===== config.mk =====
export PLATFORM = sky130hd
export DESIGN_NAME = resource_domain_controller_core
export DESIGN_NICKNAME = d
export VERILOG_FILES = /design/src/common/rdc_pkg.sv /design/src/common/rdc_err_if.sv /design/src/core/rdc_err_store.sv /design/src/core/resource_domain_controller_core.sv
export SDC_FILE = /design/constraint.sdc
export NUM_CORES = 1
export LEC_CHECK = 0
export ABC_CLOCK_PERIOD_IN_PS = 6250
export BUFFER_PORTS_ARGS = -buffer_cell sky130_fd_sc_hd__buf_4
export CAP_MARGIN = 0
export CORE_MARGIN = 3
export CORE_UTILIZATION = 55
export CTS_BUF_LIST = sky130_fd_sc_hd__clkbuf_8 sky130_fd_sc_hd__clkbuf_16
export CTS_CLUSTER_DIAMETER = 120
export DETAILED_ROUTE_END_ITERATION = 10
export GPL_ROUTABILITY_DRIVEN = 0
export PLACE_DENSITY = 0.74
export SYNTH_ARGS = -nofsm -noshare
export SYNTH_HDL_FRONTEND = slang
export SYNTH_SLANG_ARGS = --single-unit

===== constraint.sdc =====
create_clock -name SYS_CLK_IN -period 6.25 [get_ports SYS_CLK_IN]
set_clock_uncertainty 0.05 [all_clocks]
set_input_delay 0.9375 -clock SYS_CLK_IN [delete_from_list [all_inputs] [get_ports SYS_CLK_IN]]
set_output_delay 0.9375 -clock SYS_CLK_IN [all_outputs]
set_load 0.01 [all_outputs]

===== src/common/rdc_pkg.sv =====
// Constants for the resource domain controller core: register offsets,
// field positions, reset values and attribute encodings.
// Assumes byte addresses on an 8-bit register port with 32-bit data.
package rdc_pkg;

    // Register port widths.
    localparam int ADDR_W = 8;
    localparam int DATA_W = 32;
    localparam int DID_W  = 3;

    // Register offsets (byte addresses, one word each).
    localparam logic [7:0] OFF_CTRL     = 8'h00;
    localparam logic [7:0] OFF_HWCFG    = 8'h04;
    localparam logic [7:0] OFF_CURDID   = 8'h08;
    localparam logic [7:0] OFF_LOCKS    = 8'h0C;
    localparam logic [7:0] OFF_FLW_CTRL = 8'h10;
    localparam logic [7:0] OFF_FLW_BASE = 8'h14;
    localparam logic [7:0] OFF_FLW_SIZE = 8'h18;
    localparam logic [7:0] OFF_ERR_SEL  = 8'h1C;
    localparam logic [7:0] OFF_ERR_OWN  = 8'h20;
    localparam logic [7:0] OFF_ERR_OADR = 8'h24;
    localparam logic [7:0] OFF_ERR_SADR = 8'h28;
    localparam logic [7:0] OFF_ASG_BASE = 8'h40;

    // Control register bits.
    localparam int CTRL_GVALID_BIT  = 0;
    localparam int CTRL_PROC_EN_BIT = 1;

    // Assignment word fields.
    localparam int ASG_DID_LSB    = 0;
    localparam int ASG_DSEL_LSB   = 4;
    localparam int ASG_SEC_LSB    = 6;
    localparam int ASG_PRIV_BIT   = 8;
    localparam int ASG_BYPASS_BIT = 9;
    localparam int ASG_VALID_BIT  = 29;
    localparam int ASG_LOCK_BIT   = 31;
    localparam logic [31:0] ASG_WMASK = 32'hA00003F7;
    localparam logic [31:0] ASG_RST   = 32'h00000000;

    // Processor lock bits: secure and non-secure vector base, protection, attribution.
    localparam int LOCK_W = 5;

    // Flash logical window fields; one size count is 32k bytes.
    localparam int FLW_EN_BIT    = 0;
    localparam int FLW_LOCK_BIT  = 31;
    localparam int FLW_SIZE_W    = 16;
    localparam int FLW_UNIT_LOG2 = 15;

    // Error status fields.
    localparam int ERR_PEND_BIT  = 31;
    localparam int ERR_MULTI_BIT = 30;
    localparam int ERR_CLR_BIT   = 31;

    // Default instance sizes.
    localparam int NUM_MASTERS_DEF = 4;
    localparam int NUM_ASSIGN_DEF  = 2;
    localparam int NUM_DOMAINS_DEF = 8;
    localparam int NUM_MRC_DEF     = 2;
    localparam int NUM_PCHK_DEF    = 2;

    // Domain identifier select encodings.
    typedef enum logic [1:0] {
        DSEL_OWN   = 2'h0,
        DSEL_INPUT = 2'h1,
        DSEL_MIX   = 2'h2,
        DSEL_RSVD  = 2'h3
    } dsel_e;

    // Secure attribute encodings.
    typedef enum logic [1:0] {
        SEC_FORCE  = 2'h0,
        SEC_NONSEC = 2'h1,
        SEC_PASS0  = 2'h2,
        SEC_PASS1  = 2'h3
    } sec_sel_e;

endpackage : rdc_pkg


===== src/common/rdc_err_if.sv =====
// Carrier between the core and its per-domain violation store.
// Assumes both ends run on the same clock.
`timescale 1ns/1ps
interface rdc_err_if;
    logic        cap_valid;
    logic [2:0]  cap_dom;
    logic [31:0] cap_addr;
    logic        clr_valid;
    logic [2:0]  clr_dom;
    logic [2:0]  own_dom;
    logic [2:0]  sel_dom;
    logic        own_pend;
    logic        own_multi;
    logic [31:0] own_addr;
    logic        sel_pend;
    logic        sel_multi;
    logic [31:0] sel_addr;

    modport core  (output cap_valid, cap_dom, cap_addr, clr_valid, clr_dom, own_dom, sel_dom,
                   input own_pend, own_multi, own_addr, sel_pend, sel_multi, sel_addr);
    modport store (input cap_valid, cap_dom, cap_addr, clr_valid, clr_dom, own_dom, sel_dom,
                   output own_pend, own_multi, own_addr, sel_pend, sel_multi, sel_addr);
endinterface : rdc_err_if


===== src/core/rdc_err_store.sv =====
// Per-domain store of the first captured access violation.
// Assumes at most one capture and one clear per cycle, same clock as the core.
`timescale 1ns/1ps
module rdc_err_store #(
    parameter int ND = 8
) (
    input wire logic clk_in,
    input wire logic rst_in,
    rdc_err_if.store err
);

    logic        pend_q  [ND];
    logic        multi_q [ND];
    logic [31:0] addr_q  [ND];

    // One record per domain; a capture in the clearing cycle wins so no event is lost.
    for (genvar d = 0; d < ND; d++)
    begin : g_dom
        wire cap_d = err.cap_valid && (err.cap_dom == 3'(d));
        wire clr_d = err.clr_valid && (err.clr_dom == 3'(d));
        always_ff @(posedge clk_in)
        begin
            if (rst_in)
            begin
                pend_q[d]  <= 1'b0;
                multi_q[d] <= 1'b0;
                addr_q[d]  <= 32'h00000000;
            end
            else if (cap_d && (!pend_q[d] || clr_d))
            begin
                pend_q[d]  <= 1'b1;
                multi_q[d] <= 1'b0;
                addr_q[d]  <= err.cap_addr;
            end
            else if (cap_d)
                multi_q[d] <= 1'b1;
            else if (clr_d)
            begin
                pend_q[d]  <= 1'b0;
                multi_q[d] <= 1'b0;
            end
        end

    end

    // Read ports for the requesting domain and the selected domain.
    wire own_ok = 32'(err.own_dom) < ND;
    wire sel_ok = 32'(err.sel_dom) < ND;
    assign err.own_pend  = own_ok && pend_q[err.own_dom];
    assign err.own_multi = own_ok && multi_q[err.own_dom];
    assign err.own_addr  = own_ok ? addr_q[err.own_dom] : 32'h00000000;
    assign err.sel_pend  = sel_ok && pend_q[err.sel_dom];
    assign err.sel_multi = sel_ok && multi_q[err.sel_dom];
    assign err.sel_addr  = sel_ok ? addr_q[err.sel_dom] : 32'h00000000;

endmodule : rdc_err_store


===== src/core/resource_domain_controller_core.sv =====
// Resource domain controller core: master domain assignment, processor
// lock controls, flash logical window and per-domain violation reporting.
// Assumes a same-clock register master and same-clock bus master attributes.
//
// Behaviour
// - Global-valid for domain assignment stays set once written until reset.
// - A locked assignment word ignores every write until reset.
// - Each assignment has a valid bit; invalid assignments never hit.
// - Master and assignment index together pick the applied assignment word.
// - One enable switches the processor master's assignments on or off.
// - Non-processor words hold domain, privilege, secure, bypass and lock.
// - A register read returns the reading master's domain identifier.
// - Read-only config reports masters, domains, region and peripheral checkers.
// - Sticky locks freeze vector bases, protection and attribution settings.
// - A disabled flash window applies no remapping.
// - A locked flash window ignores writes to all its registers.
// - Window size counts 32k-byte units; physical base is readable.
// - Violations captured per domain; first one and pending flag shown.
// - Any selected domain's first violation can be read and cleared.
// - Processor domain select: own bits, input, mixed, or reserved.
// - Secure attribute forces secure, non-secure, or passes through.
`timescale 1ns/1ps
module resource_domain_controller_core #(
    parameter int NM   = rdc_pkg::NUM_MASTERS_DEF,
    parameter int NA   = rdc_pkg::NUM_ASSIGN_DEF,
    parameter int ND   = rdc_pkg::NUM_DOMAINS_DEF,
    parameter int NMRC = rdc_pkg::NUM_MRC_DEF,
    parameter int NPAC = rdc_pkg::NUM_PCHK_DEF,
    localparam int MW  = $clog2(NM),
    localparam int AW  = $clog2(NA)
) (
    // Clock and reset.
    input  wire logic                      SYS_CLK_IN,
    input  wire logic                      RST_IN,
    // Register port.
    input  wire logic [rdc_pkg::ADDR_W-1:0] REG_ADDR_IN,
    input  wire logic [rdc_pkg::DATA_W-1:0] REG_WDATA_IN,
    input  wire logic                      REG_WR_IN,
    input  wire logic                      REG_RD_IN,
    input  wire logic [MW-1:0]             REG_MASTER_IN,
    input  wire logic [2:0]                REG_DID_IN,
    output logic      [rdc_pkg::DATA_W-1:0] REG_RDATA_OUT,
    // Bus master access attributes.
    input  wire logic                      ACC_REQ_IN,
    input  wire logic [MW-1:0]             ACC_MASTER_IN,
    input  wire logic [AW-1:0]             ACC_ASSIGN_IN,
    input  wire logic [2:0]                ACC_DID_IN,
    input  wire logic                      ACC_SECURE_IN,
    input  wire logic                      ACC_PRIV_IN,
    output logic                           ACC_HIT_OUT,
    output logic      [2:0]                ACC_DID_OUT,
    output logic                           ACC_SECURE_OUT,
    output logic                           ACC_PRIV_OUT,
    // Access violation capture.
    input  wire logic                      VIOL_IN,
    input  wire logic [2:0]                VIOL_DID_IN,
    input  wire logic [31:0]               VIOL_ADDR_IN,
    // Processor locks and flash window.
    output logic      [rdc_pkg::LOCK_W-1:0] LOCK_CFG_OUT,
    output logic                           FLW_EN_OUT,
    output logic      [31:0]               FLW_END_OUT
);

    localparam int NW = NM * NA;
    localparam int KW = $clog2(NW);

    // Sizes outside the checked ranges are refused; the decode serves at most 48 assignment words.
    if (NM < 2 || NM > 16 || NA < 2 || NA > 8 || ND < 1 || ND > 8 || NMRC > 255 || NPAC > 255)
    begin : g_bad_size
        $error("resource_domain_controller_core: unsupported size parameters");
    end

    localparam logic [31:0] HWCFG = {8'(NPAC), 8'(NMRC), 8'(ND), 8'(NM)};

    // Domain of a master from its assignment word (shared by access and read paths).
    function automatic logic [2:0] dom_of(input logic [31:0] w, input logic proc, input logic [2:0] did_in);
        logic [1:0] sel;
        sel = w[rdc_pkg::ASG_DSEL_LSB +: 2];
        if (!proc)
            dom_of = w[rdc_pkg::ASG_BYPASS_BIT] ? did_in : w[2:0];
        else
        begin
            unique case (rdc_pkg::dsel_e'(sel))
                rdc_pkg::DSEL_OWN:   dom_of = w[2:0];
                rdc_pkg::DSEL_INPUT: dom_of = did_in;
                rdc_pkg::DSEL_MIX:   dom_of = {w[2], did_in[1:0]};
                rdc_pkg::DSEL_RSVD:  dom_of = w[2:0]; // Reserved treated as own bits.
            endcase
        end
    endfunction : dom_of

    // Control state.
    logic                       gvalid_q;
    logic                       proc_en_q;
    logic [rdc_pkg::LOCK_W-1:0] lock_q;
    logic                       flw_en_q;
    logic                       flw_lock_q;
    logic [31:0]                flw_base_q;
    logic [rdc_pkg::FLW_SIZE_W-1:0] flw_size_q;
    logic [2:0]                 sel_dom_q;
    logic [31:0]                asg_q [NW];
    logic [31:0]                rd_d;

    rdc_err_if err ();

    // Write decodes.
    wire wr_ctrl = REG_WR_IN && REG_ADDR_IN == rdc_pkg::OFF_CTRL;
    wire wr_lock = REG_WR_IN && REG_ADDR_IN == rdc_pkg::OFF_LOCKS;
    wire wr_flwc = REG_WR_IN && REG_ADDR_IN == rdc_pkg::OFF_FLW_CTRL;
    wire wr_flwb = REG_WR_IN && REG_ADDR_IN == rdc_pkg::OFF_FLW_BASE;
    wire wr_flws = REG_WR_IN && REG_ADDR_IN == rdc_pkg::OFF_FLW_SIZE;
    wire wr_esel = REG_WR_IN && REG_ADDR_IN == rdc_pkg::OFF_ERR_SEL;
    wire wr_eown = REG_WR_IN && REG_ADDR_IN == rdc_pkg::OFF_ERR_OWN;
    wire in_asg  = REG_ADDR_IN >= rdc_pkg::OFF_ASG_BASE;
    wire [7:0] asg_off = REG_ADDR_IN - rdc_pkg::OFF_ASG_BASE;
    wire [5:0] asg_idx = asg_off[7:2];
    wire asg_hit = in_asg && 32'(asg_idx) < NW;

    // Global valid is set-only and proc enable toggles freely; clearing valid is ignored.
    always_ff @(posedge SYS_CLK_IN)
    begin
        if (RST_IN)
        begin
            gvalid_q  <= 1'b0;
            proc_en_q <= 1'b0;
        end
        else if (wr_ctrl)
        begin
            gvalid_q  <= gvalid_q | REG_WDATA_IN[rdc_pkg::CTRL_GVALID_BIT];
            proc_en_q <= REG_WDATA_IN[rdc_pkg::CTRL_PROC_EN_BIT];
        end
    end

    // Processor locks only ever set; a write of zero leaves them set.
    always_ff @(posedge SYS_CLK_IN)
    begin
        if (RST_IN)
            lock_q <= '0;
        else if (wr_lock)
            lock_q <= lock_q | REG_WDATA_IN[rdc_pkg::LOCK_W-1:0];
    end

    // Flash window registers; the lock freezes them all, itself included.
    always_ff @(posedge SYS_CLK_IN)
    begin
        if (RST_IN)
        begin
            flw_en_q   <= 1'b0;
            flw_lock_q <= 1'b0;
            flw_base_q <= 32'h00000000;
            flw_size_q <= '0;
        end
        else if (!flw_lock_q)
        begin
            if (wr_flwc)
            begin
                flw_en_q   <= REG_WDATA_IN[rdc_pkg::FLW_EN_BIT];
                flw_lock_q <= REG_WDATA_IN[rdc_pkg::FLW_LOCK_BIT];
            end
            if (wr_flwb)
                flw_base_q <= REG_WDATA_IN;
            if (wr_flws)
                flw_size_q <= REG_WDATA_IN[rdc_pkg::FLW_SIZE_W-1:0];
        end
    end

    // Window end in bytes; held at zero while disabled so no remap can apply.
    always_ff @(posedge SYS_CLK_IN)
    begin
        if (RST_IN)
            FLW_END_OUT <= 32'h00000000;
        else if (flw_en_q)
            FLW_END_OUT <= flw_base_q + (32'(flw_size_q) << rdc_pkg::FLW_UNIT_LOG2);
        else
            FLW_END_OUT <= 32'h00000000;
    end

    // Assignment words, one per master and index; a locked word keeps its value.
    for (genvar k = 0; k < NW; k++)
    begin : g_asg
        always_ff @(posedge SYS_CLK_IN)
        begin
            if (RST_IN)
                asg_q[k] <= rdc_pkg::ASG_RST;
            else if (REG_WR_IN && asg_hit && 32'(asg_idx) == k && !asg_q[k][rdc_pkg::ASG_LOCK_BIT])
                asg_q[k] <= REG_WDATA_IN & rdc_pkg::ASG_WMASK;
        end

    end

    // Selected word for the access in flight.
    wire [KW-1:0] acc_k = KW'(32'(ACC_MASTER_IN) * NA + 32'(ACC_ASSIGN_IN));
    wire          acc_in_range = 32'(ACC_MASTER_IN) < NM;
    wire [31:0]   acc_w = acc_in_range ? asg_q[acc_k] : 32'h00000000;
    wire          acc_proc = ACC_MASTER_IN == '0;
    wire          acc_ok = ACC_REQ_IN && gvalid_q && acc_w[rdc_pkg::ASG_VALID_BIT]
                           && (!acc_proc || proc_en_q);
    wire [1:0]    acc_sec_sel = acc_w[rdc_pkg::ASG_SEC_LSB +: 2];

    // Registered attributes for the access; a miss leaves domain and attributes at zero.
    always_ff @(posedge SYS_CLK_IN)
    begin
        if (RST_IN || !acc_ok)
        begin
            ACC_HIT_OUT    <= 1'b0;
            ACC_DID_OUT    <= 3'h0;
            ACC_SECURE_OUT <= 1'b0;
            ACC_PRIV_OUT   <= 1'b0;
        end
        else
        begin
            ACC_HIT_OUT <= 1'b1;
            ACC_DID_OUT <= dom_of(acc_w, acc_proc, ACC_DID_IN);
            // Processors keep their own security and privilege.
            if (acc_proc)
            begin
                ACC_SECURE_OUT <= ACC_SECURE_IN;
                ACC_PRIV_OUT   <= ACC_PRIV_IN;
            end
            else
            begin
                unique case (rdc_pkg::sec_sel_e'(acc_sec_sel))
                    rdc_pkg::SEC_FORCE:  ACC_SECURE_OUT <= 1'b1;
                    rdc_pkg::SEC_NONSEC: ACC_SECURE_OUT <= 1'b0;
                    rdc_pkg::SEC_PASS0:  ACC_SECURE_OUT <= ACC_SECURE_IN;
                    rdc_pkg::SEC_PASS1:  ACC_SECURE_OUT <= ACC_SECURE_IN;
                endcase
                // Privilege bit clear forces user mode, set passes the master's own.
                ACC_PRIV_OUT <= acc_w[rdc_pkg::ASG_PRIV_BIT] & ACC_PRIV_IN;
            end
        end
    end

    // Domain of the master reading the registers, from its first assignment word.
    wire [KW-1:0] reg_k = KW'(32'(REG_MASTER_IN) * NA);
    wire [31:0]   reg_w = 32'(REG_MASTER_IN) < NM ? asg_q[reg_k] : 32'h00000000;
    wire [2:0]    cur_did = dom_of(reg_w, REG_MASTER_IN == '0, REG_DID_IN);

    // Selected domain for the any-domain error view.
    always_ff @(posedge SYS_CLK_IN)
    begin
        if (RST_IN)
            sel_dom_q <= 3'h0;
        else if (wr_esel)
            sel_dom_q <= REG_WDATA_IN[2:0];
    end

    // Store hookup; clearing a domain's record is done by a write, read stays side-effect free.
    assign err.cap_valid = VIOL_IN;
    assign err.cap_dom   = VIOL_DID_IN;
    assign err.cap_addr  = VIOL_ADDR_IN;
    assign err.own_dom   = cur_did;
    assign err.sel_dom   = sel_dom_q;
    assign err.clr_valid = (wr_esel && REG_WDATA_IN[rdc_pkg::ERR_CLR_BIT])
                           || (wr_eown && REG_WDATA_IN[rdc_pkg::ERR_CLR_BIT]);
    assign err.clr_dom   = wr_esel ? REG_WDATA_IN[2:0] : cur_did;

    rdc_err_store #(
        .ND (ND)
    ) u_err_store (
        .clk_in (SYS_CLK_IN),
        .rst_in (RST_IN),
        .err    (err)
    );

    // Read mux; unmapped offsets read as zero.
    always_comb
    begin
        rd_d = 32'h00000000;
        if (asg_hit)
            rd_d = asg_q[KW'(asg_idx)];
        else
        begin
            unique case (REG_ADDR_IN)
                rdc_pkg::OFF_CTRL:     rd_d = {30'h0, proc_en_q, gvalid_q};
                rdc_pkg::OFF_HWCFG:    rd_d = HWCFG;
                rdc_pkg::OFF_CURDID:   rd_d = {29'h0, cur_did};
                rdc_pkg::OFF_LOCKS:    rd_d = 32'(lock_q);
                rdc_pkg::OFF_FLW_CTRL: rd_d = {flw_lock_q, 30'h0, flw_en_q};
                rdc_pkg::OFF_FLW_BASE: rd_d = flw_base_q;
                rdc_pkg::OFF_FLW_SIZE: rd_d = 32'(flw_size_q);
                rdc_pkg::OFF_ERR_SEL:  rd_d = {err.sel_pend, err.sel_multi, 27'h0, sel_dom_q};
                rdc_pkg::OFF_ERR_OWN:  rd_d = {err.own_pend, err.own_multi, 27'h0, cur_did};
                rdc_pkg::OFF_ERR_OADR: rd_d = err.own_addr;
                rdc_pkg::OFF_ERR_SADR: rd_d = err.sel_addr;
                default:               rd_d = 32'h00000000;
            endcase
        end
    end

    // Read data stands one cycle after the strobe and is zero otherwise.
    always_ff @(posedge SYS_CLK_IN)
    begin
        if (RST_IN || !REG_RD_IN)
            REG_RDATA_OUT <= 32'h00000000;
        else
            REG_RDATA_OUT <= rd_d;
    end

    assign LOCK_CFG_OUT = lock_q;
    assign FLW_EN_OUT   = flw_en_q;
endmodule : resource_domain_controller_core


After elaboration in Yosys (flattened, before gate mapping)
Memories as Yosys holds them, arrays and structs flattened. A register that Yosys moved wholly into a read port is not among the register bits.
Index checks and enable logic that the tools add are counted.
- add/subtract/negate cells: 3
- $lt $le $gt $ge: 2
- eq/ne operators: 40
- multiplexer cells: 199
- bitwise gates (word level): 61
- reduce and logical (&&, ||, !) cells: 101
- operators by type and width (cell ; count):
    32-bit case mux with 11 select lines ; 1
    32-bit two-way mux ; 9
    1-bit two-way mux ; 167
    11-bit two-way mux ; 8
    1-bit bitwise OR ; 57
    1-bit logical AND ; 54
    3-bit two-way mux ; 11
    32-bit by 31-bit adder with 32-bit output ; 1
    8-bit by 5-bit equality test with 1-bit output (second input constant) ; 4
    3-bit equality test (second input constant) ; 8
    6-bit by 3-bit equality test with 1-bit output (second input constant) ; 4
    8-bit by 6-bit equality test with 1-bit output (second input constant) ; 3
    1-bit logical NOT ; 19
    3-bit case mux with 3 select lines ; 2
    8-bit by 4-bit equality test with 1-bit output (second input constant) ; 2
    2-bit equality test (second input constant) ; 6
    3-bit by 2-bit equality test with 1-bit output (second input constant) ; 4
    6-bit by 2-bit equality test with 1-bit output (second input constant) ; 2
    1-bit logical OR ; 12
    2-bit logical NOT ; 5
    8-bit by 3-bit equality test with 1-bit output (second input constant) ; 1
    8-bit by 7-bit greater-or-equal comparator with 1-bit output (second input constant) ; 1
    8-bit logical NOT ; 1
    2-bit OR reduction ; 4
    other kinds (13) ; 20
- register bits after elaboration: 130
- RAM bits: 360
- bits of input ports: 94
- output and inout bits: 76
- logic and storage cells: 424
- memories: 4
- memories (name ; words ; width ; rd ports ; clocked after memory_dff ; wr ports ; RTL line ; source):
    u_err_store.addr_q ; 8 ; 32 ; 2 ; 1 ; 8 ; rdc_err_store.sv:14 ; logic [31:0] addr_q [ND];
    asg_q ; 8 ; 11 ; 11 ; 0 ; 8 ; resource_domain_controller_core.sv:101 ; logic [31:0] asg_q [NW];
    u_err_store.multi_q ; 8 ; 1 ; 2 ; 1 ; 8 ; rdc_err_store.sv:13 ; logic multi_q [ND];
    u_err_store.pend_q ; 8 ; 1 ; 10 ; 1 ; 8 ; rdc_err_store.sv:12 ; logic pend_q [ND];

Longest topological paths before layout
An unclocked memory read counts as a cell.
- depth in word-level cells: 16
- mapped depth: 16
- mapped depth without buffers: 12

Cells and area by module
Synthesis repeated with hierarchy kept, for this count alone.
- cell total of the unflattened synthesis: 1876
- area, all modules: 24901.4 µm²
- by module, submodules not included (module ; instances ; cells an instance ; area each (µm²) ; sequential area each (µm²)):
    rdc_err_store ; 1 ; 885 ; 14460.1 ; 8167.8
    resource_domain_controller_core ; 1 ; 991 ; 10441.3 ; 5245.0

Least setup slack after synthesis
Ideal clock, no wire load.
- path kind: in2reg
- from: in REG_MASTER_IN[0]
- to: mem u_err_store.addr_q[0][0] (enable)
- library setup time: 389 ps
- arrival: 3928 ps
- required time: 5811 ps
- slack: 1883 ps
- stages: 13
- buffers on the path: 1
- cell sequence: buf_6 -> mux4_2 -> inv_1 -> ha_1 -> nor4b_1 -> a211oi_2 -> nor2b_1 -> a21oi_4 -> a31oi_1 -> or3b_4 -> nand2_1 -> nand2_1 -> nand2_1
- RTL lines (item ; RTL line ; source):
    start: declaration ; resource_domain_controller_core.sv:40 ; input wire logic [MW-1:0] REG_MASTER_IN,
    end: declaration ; rdc_err_store.sv:14 ;

==> metrics.md <==
| Metric | Value |
|---|---|
| Outcome | `finished clean` |
| Synth Area in Adders | `1.07%` |
| Crit share post-route | `71.7%` |
| Fmax | `223 MHz` |
| Syn_nets | `2362` |
| DP Worst Slack | `1190 ps` |
| Slowest cell delay on critical path | `880 ps` |
| Final Hold Vio Count | `0` |
| Clk sink count | `493` |
| CTS tree | `built` |
| Crit Path Category | `in2reg` |
| Max-slew violations | `0` |
| I/O pins | `170` |
| Total iterations of the first detailed-routing run | `6` |
| H-tree depth | `2` |
| Crit-path max FO | `45` |
| Synth Flop Type | `edfxtp_1` |
| XOR/XNOR Fraction of Synth Area | `0.417%` |
| Final HPWL from detailed placement | `48.0 mm` |
| RSZ-0062 raised after global routing | `no` |
| Worst-case reg-to-reg path depth | `11` |
| Core area | `44700 um^2` |
| # setup viols final | `0` |
| Critical path, cell by cell | `buf_4, mux4_2, inv_1, ha_1, nor3_1, o31ai_2, a21o_4, nand3_1, o21ai_1, nand2_1, nand2_1, a31o_2` |
| Total Wirelength | `74.1 mm` |
| First-pass GRT wire length | `111 mm` |
| Static Leak | `10.6 nW` |
| Clock slew seen by the registers of the worst setup and hold paths | `60 ps` |
| DRC violations left | `0` |
| Most frequent cells in the layout | `405 x nand2_1, 364 x and2_1, 360 x edfxtp_1` |
| Die ar. | `48500 um^2` |
| Clock latency at the later pin of the worst-skew pair | `600 ps` |
| Synth Register Bits | `493` |
| Tightest Hold Check Type | `reg2reg` |
| Total power | `7.55 mW` |
| Hold path cells | `2` |
| Maximum vdd drop | `174 uV` |
| Synth warnings | `0` |
| Clock root buffer | `clkbuf_16` |
| Largest net degree at the start of global routing | `96` |
| Layout cells sized above 1 | `19.1%` |
| Mux share of post-synthesis cell area | `13.0%` |
| CP bufs+invs | `2` |
| Die Wd | `220 um` |
| Post-synthesis async set-or-reset flop share | `0%` |
| Vias per cell | `6.41` |
| Via Count | `19100` |
| Setup slack, reg-to-reg | `1900 ps` |
| Nets@finish | `2454` |
| WP data required | `6410 ps` |
| Sequential share of the synthesized area | `53.4%` |
| Number of global-route vias before repair | `18300` |
| TNS Setup | `0 ps` |
| Post-synth EDFFs | `360` |
| Synth Area in Simple Gates | `20.9%` |
| Bufs on Longest Clock Path | `3` |
| Post-synthesis compound-gate area fraction | `8.32%` |
| Initial detailed-routing violation count | `2705` |
| Most frequent cell on the critical path | `nand2_1` |
| Slew margin rel. | `19.5%` |
| Max stage delay cell, worst path | `a31o_2` |
| Main combinational cell family by area after synthesis | `simple AND/OR/NAND/NOR gates` |
| Cts repair resizes | `0` |
| Hold_buf cts | `0` |
| Nature of the critical path endpoint | `register` |
| Post-route minimum period | `4480 ps` |
| Worst slew pin tran | `1210 ps` |
| Final ANT Viol Nets | `0` |
| Crit path arrival time | `4640 ps` |
| Commonest non-fill, non-tap cell in the layout | `nand2_1` |
| Startpoint types | `input pin` |
| CTS buffer count | `51` |
| Max-Cap Viols | `0` |
| Initial antenna violation count | `5` |
| Cell Pwr Density | `264 nW/um^2` |
| Worst Slack Setup Final | `1770 ps` |
| Remaining global-route overflow | `0` |
| Post-Syn Area | `25200 um^2` |
| Initial Utilization | `56.4%` |
| Delay-heaviest family, CP | `compound AO/OA/AOI/OAI gates` |
| Setup repair bufs after CTS | `0` |
| Synthesized instance count | `2247` |
| Routed len/inst | `24.9 um` |
| Yosys cell types | `77` |
| Area grow syn2layout | `13.4%` |
| Average footprint of a synthesized cell | `11.2 um^2` |
| Worst path depth | `12` |
| Die Y | `220 um` |
| Total GRT Usage | `30.4%` |
| Core Rows | `77` |
| IO buf count | `169` |
==> routing by layer <==
layer / vias up / track usage, % / share of wire (%)
met3: 231 / 6.59 / 11
li1: 8328 / - / -
met4: 4 / 11.2 / 4.0
met2: 1257 / 48.9 / 47
met5: - / 0 / 0.028
met1: 9236 / 40.9 / 38
==> logic make-up after synthesis <==
| logic type | count (synthesis) |
|---|---|
| AOI/OAI and AO/OA | 311 |
| xor gates and xnor gates | 12 |
| adders and majority gates | 21 |
| buffers and inverters | 177 |
| DFF | 493 |
| muxes | 188 |
| and+or+nand+nor | 1045 |
==> layout make-up <==
cell class / instances / area (um^2)
timing repair buffer: 201 / 1520
multi-input combinational: 1577 / 11000
inverter: 15 / 56.3
clock inverter: 33 / 293
antenna: 1 / 2.50
fill: 3449 / 16100
tap: 592 / 741
sequential: 493 / 13500
clock buffer: 62 / 1470
==> final timing paths <==
check,from,end
setup / recovery,REG_MASTER_IN[0],u_err_store.addr_q[5][4]
hold / removal,flw_base_q[1],flw_base_q[1]
setup reg to reg,asg_q[0][4],u_err_store.addr_q[5][4]
hold reg to reg,flw_base_q[1],flw_base_q[1]
==> flip-flops by register name, indices dropped and copies added (netlist names), named ones only <==
register,flops
ACC_DID_OUT,3
ACC_HIT_OUT,1
ACC_PRIV_OUT,1
ACC_SECURE_OUT,1
FLW_END_OUT,32
FLW_EN_OUT,1
LOCK_CFG_OUT,5
REG_RDATA_OUT,32
asg_q,88
err.sel_dom,3
flw_base_q,32
flw_lock_q,1
flw_size_q,16
gvalid_q,1
proc_en_q,1
u_err_store.addr_q,256
u_err_store.multi_q,8
u_err_store.pend_q,8
==> power by group <==
part | switching [mW] | internal, mW
Combinational | 0.461 | 0.252
Clock | 1.29 | 1.87
Sequential | 0.0636 | 3.61
==> metrics by stage <==
step | hold slack, ps | cells | cell area [um^2] | util [%]
finish | 412 | 2974 | 28600 | 64.0
detailed placement | 402 | 2878 | 26800 | 60.0
floorplan | 375 | 2247 | 25200 | -
CTS | 410 | 2973 | 28600 | 64.0
global placement | 392 | 2878 | 26800 | 60.0
global route | 436 | 2974 | 28600 | 64.0
==> worst min-delay path: cells and delay by family (launching register included) <==
| family | cells | cell delay [ps] |
|---|---|---|
| flops | 1 | 310 |
| simple gates | 1 | 50 |
| compound gates | 1 | 50 |
==> synthesized netlist by cell type (all sizes together), types with 4 or more instances <==
cell type	instances	share of area [%]
nand2	406	6.1
and2	365	9.1
edfxtp	360	43
dfxtp	133	11
a21oi	111	2.4
mux4	108	9.6
clkbuf	105	1.6
nor2	84	1.3
nand3	80	1.6
buf	57	1.1
mux2i	52	2.1
o21ai	41	0.81
a31oi	35	0.87
mux2	28	1.3
and3	27	0.67
a21o	24	0.72
nor3	23	0.52
ha	20	0.99
inv	15	0.22
a311oi	14	0.49
a32oi	14	0.56
a222oi	13	0.52
nor2b	13	0.32
a221oi	10	0.35
nand2b	10	0.25
o21a	8	0.24
o221ai	8	0.28
a211oi	7	0.25
nor3b	7	0.21
xnor2	6	0.21
xor2	6	0.21
a22oi	5	0.15
nand3b	4	0.13
nand4b	4	0.14
nor4	4	0.099
o21bai	4	0.12
or3	4	0.099
Power figures use the tool's default switching activity.
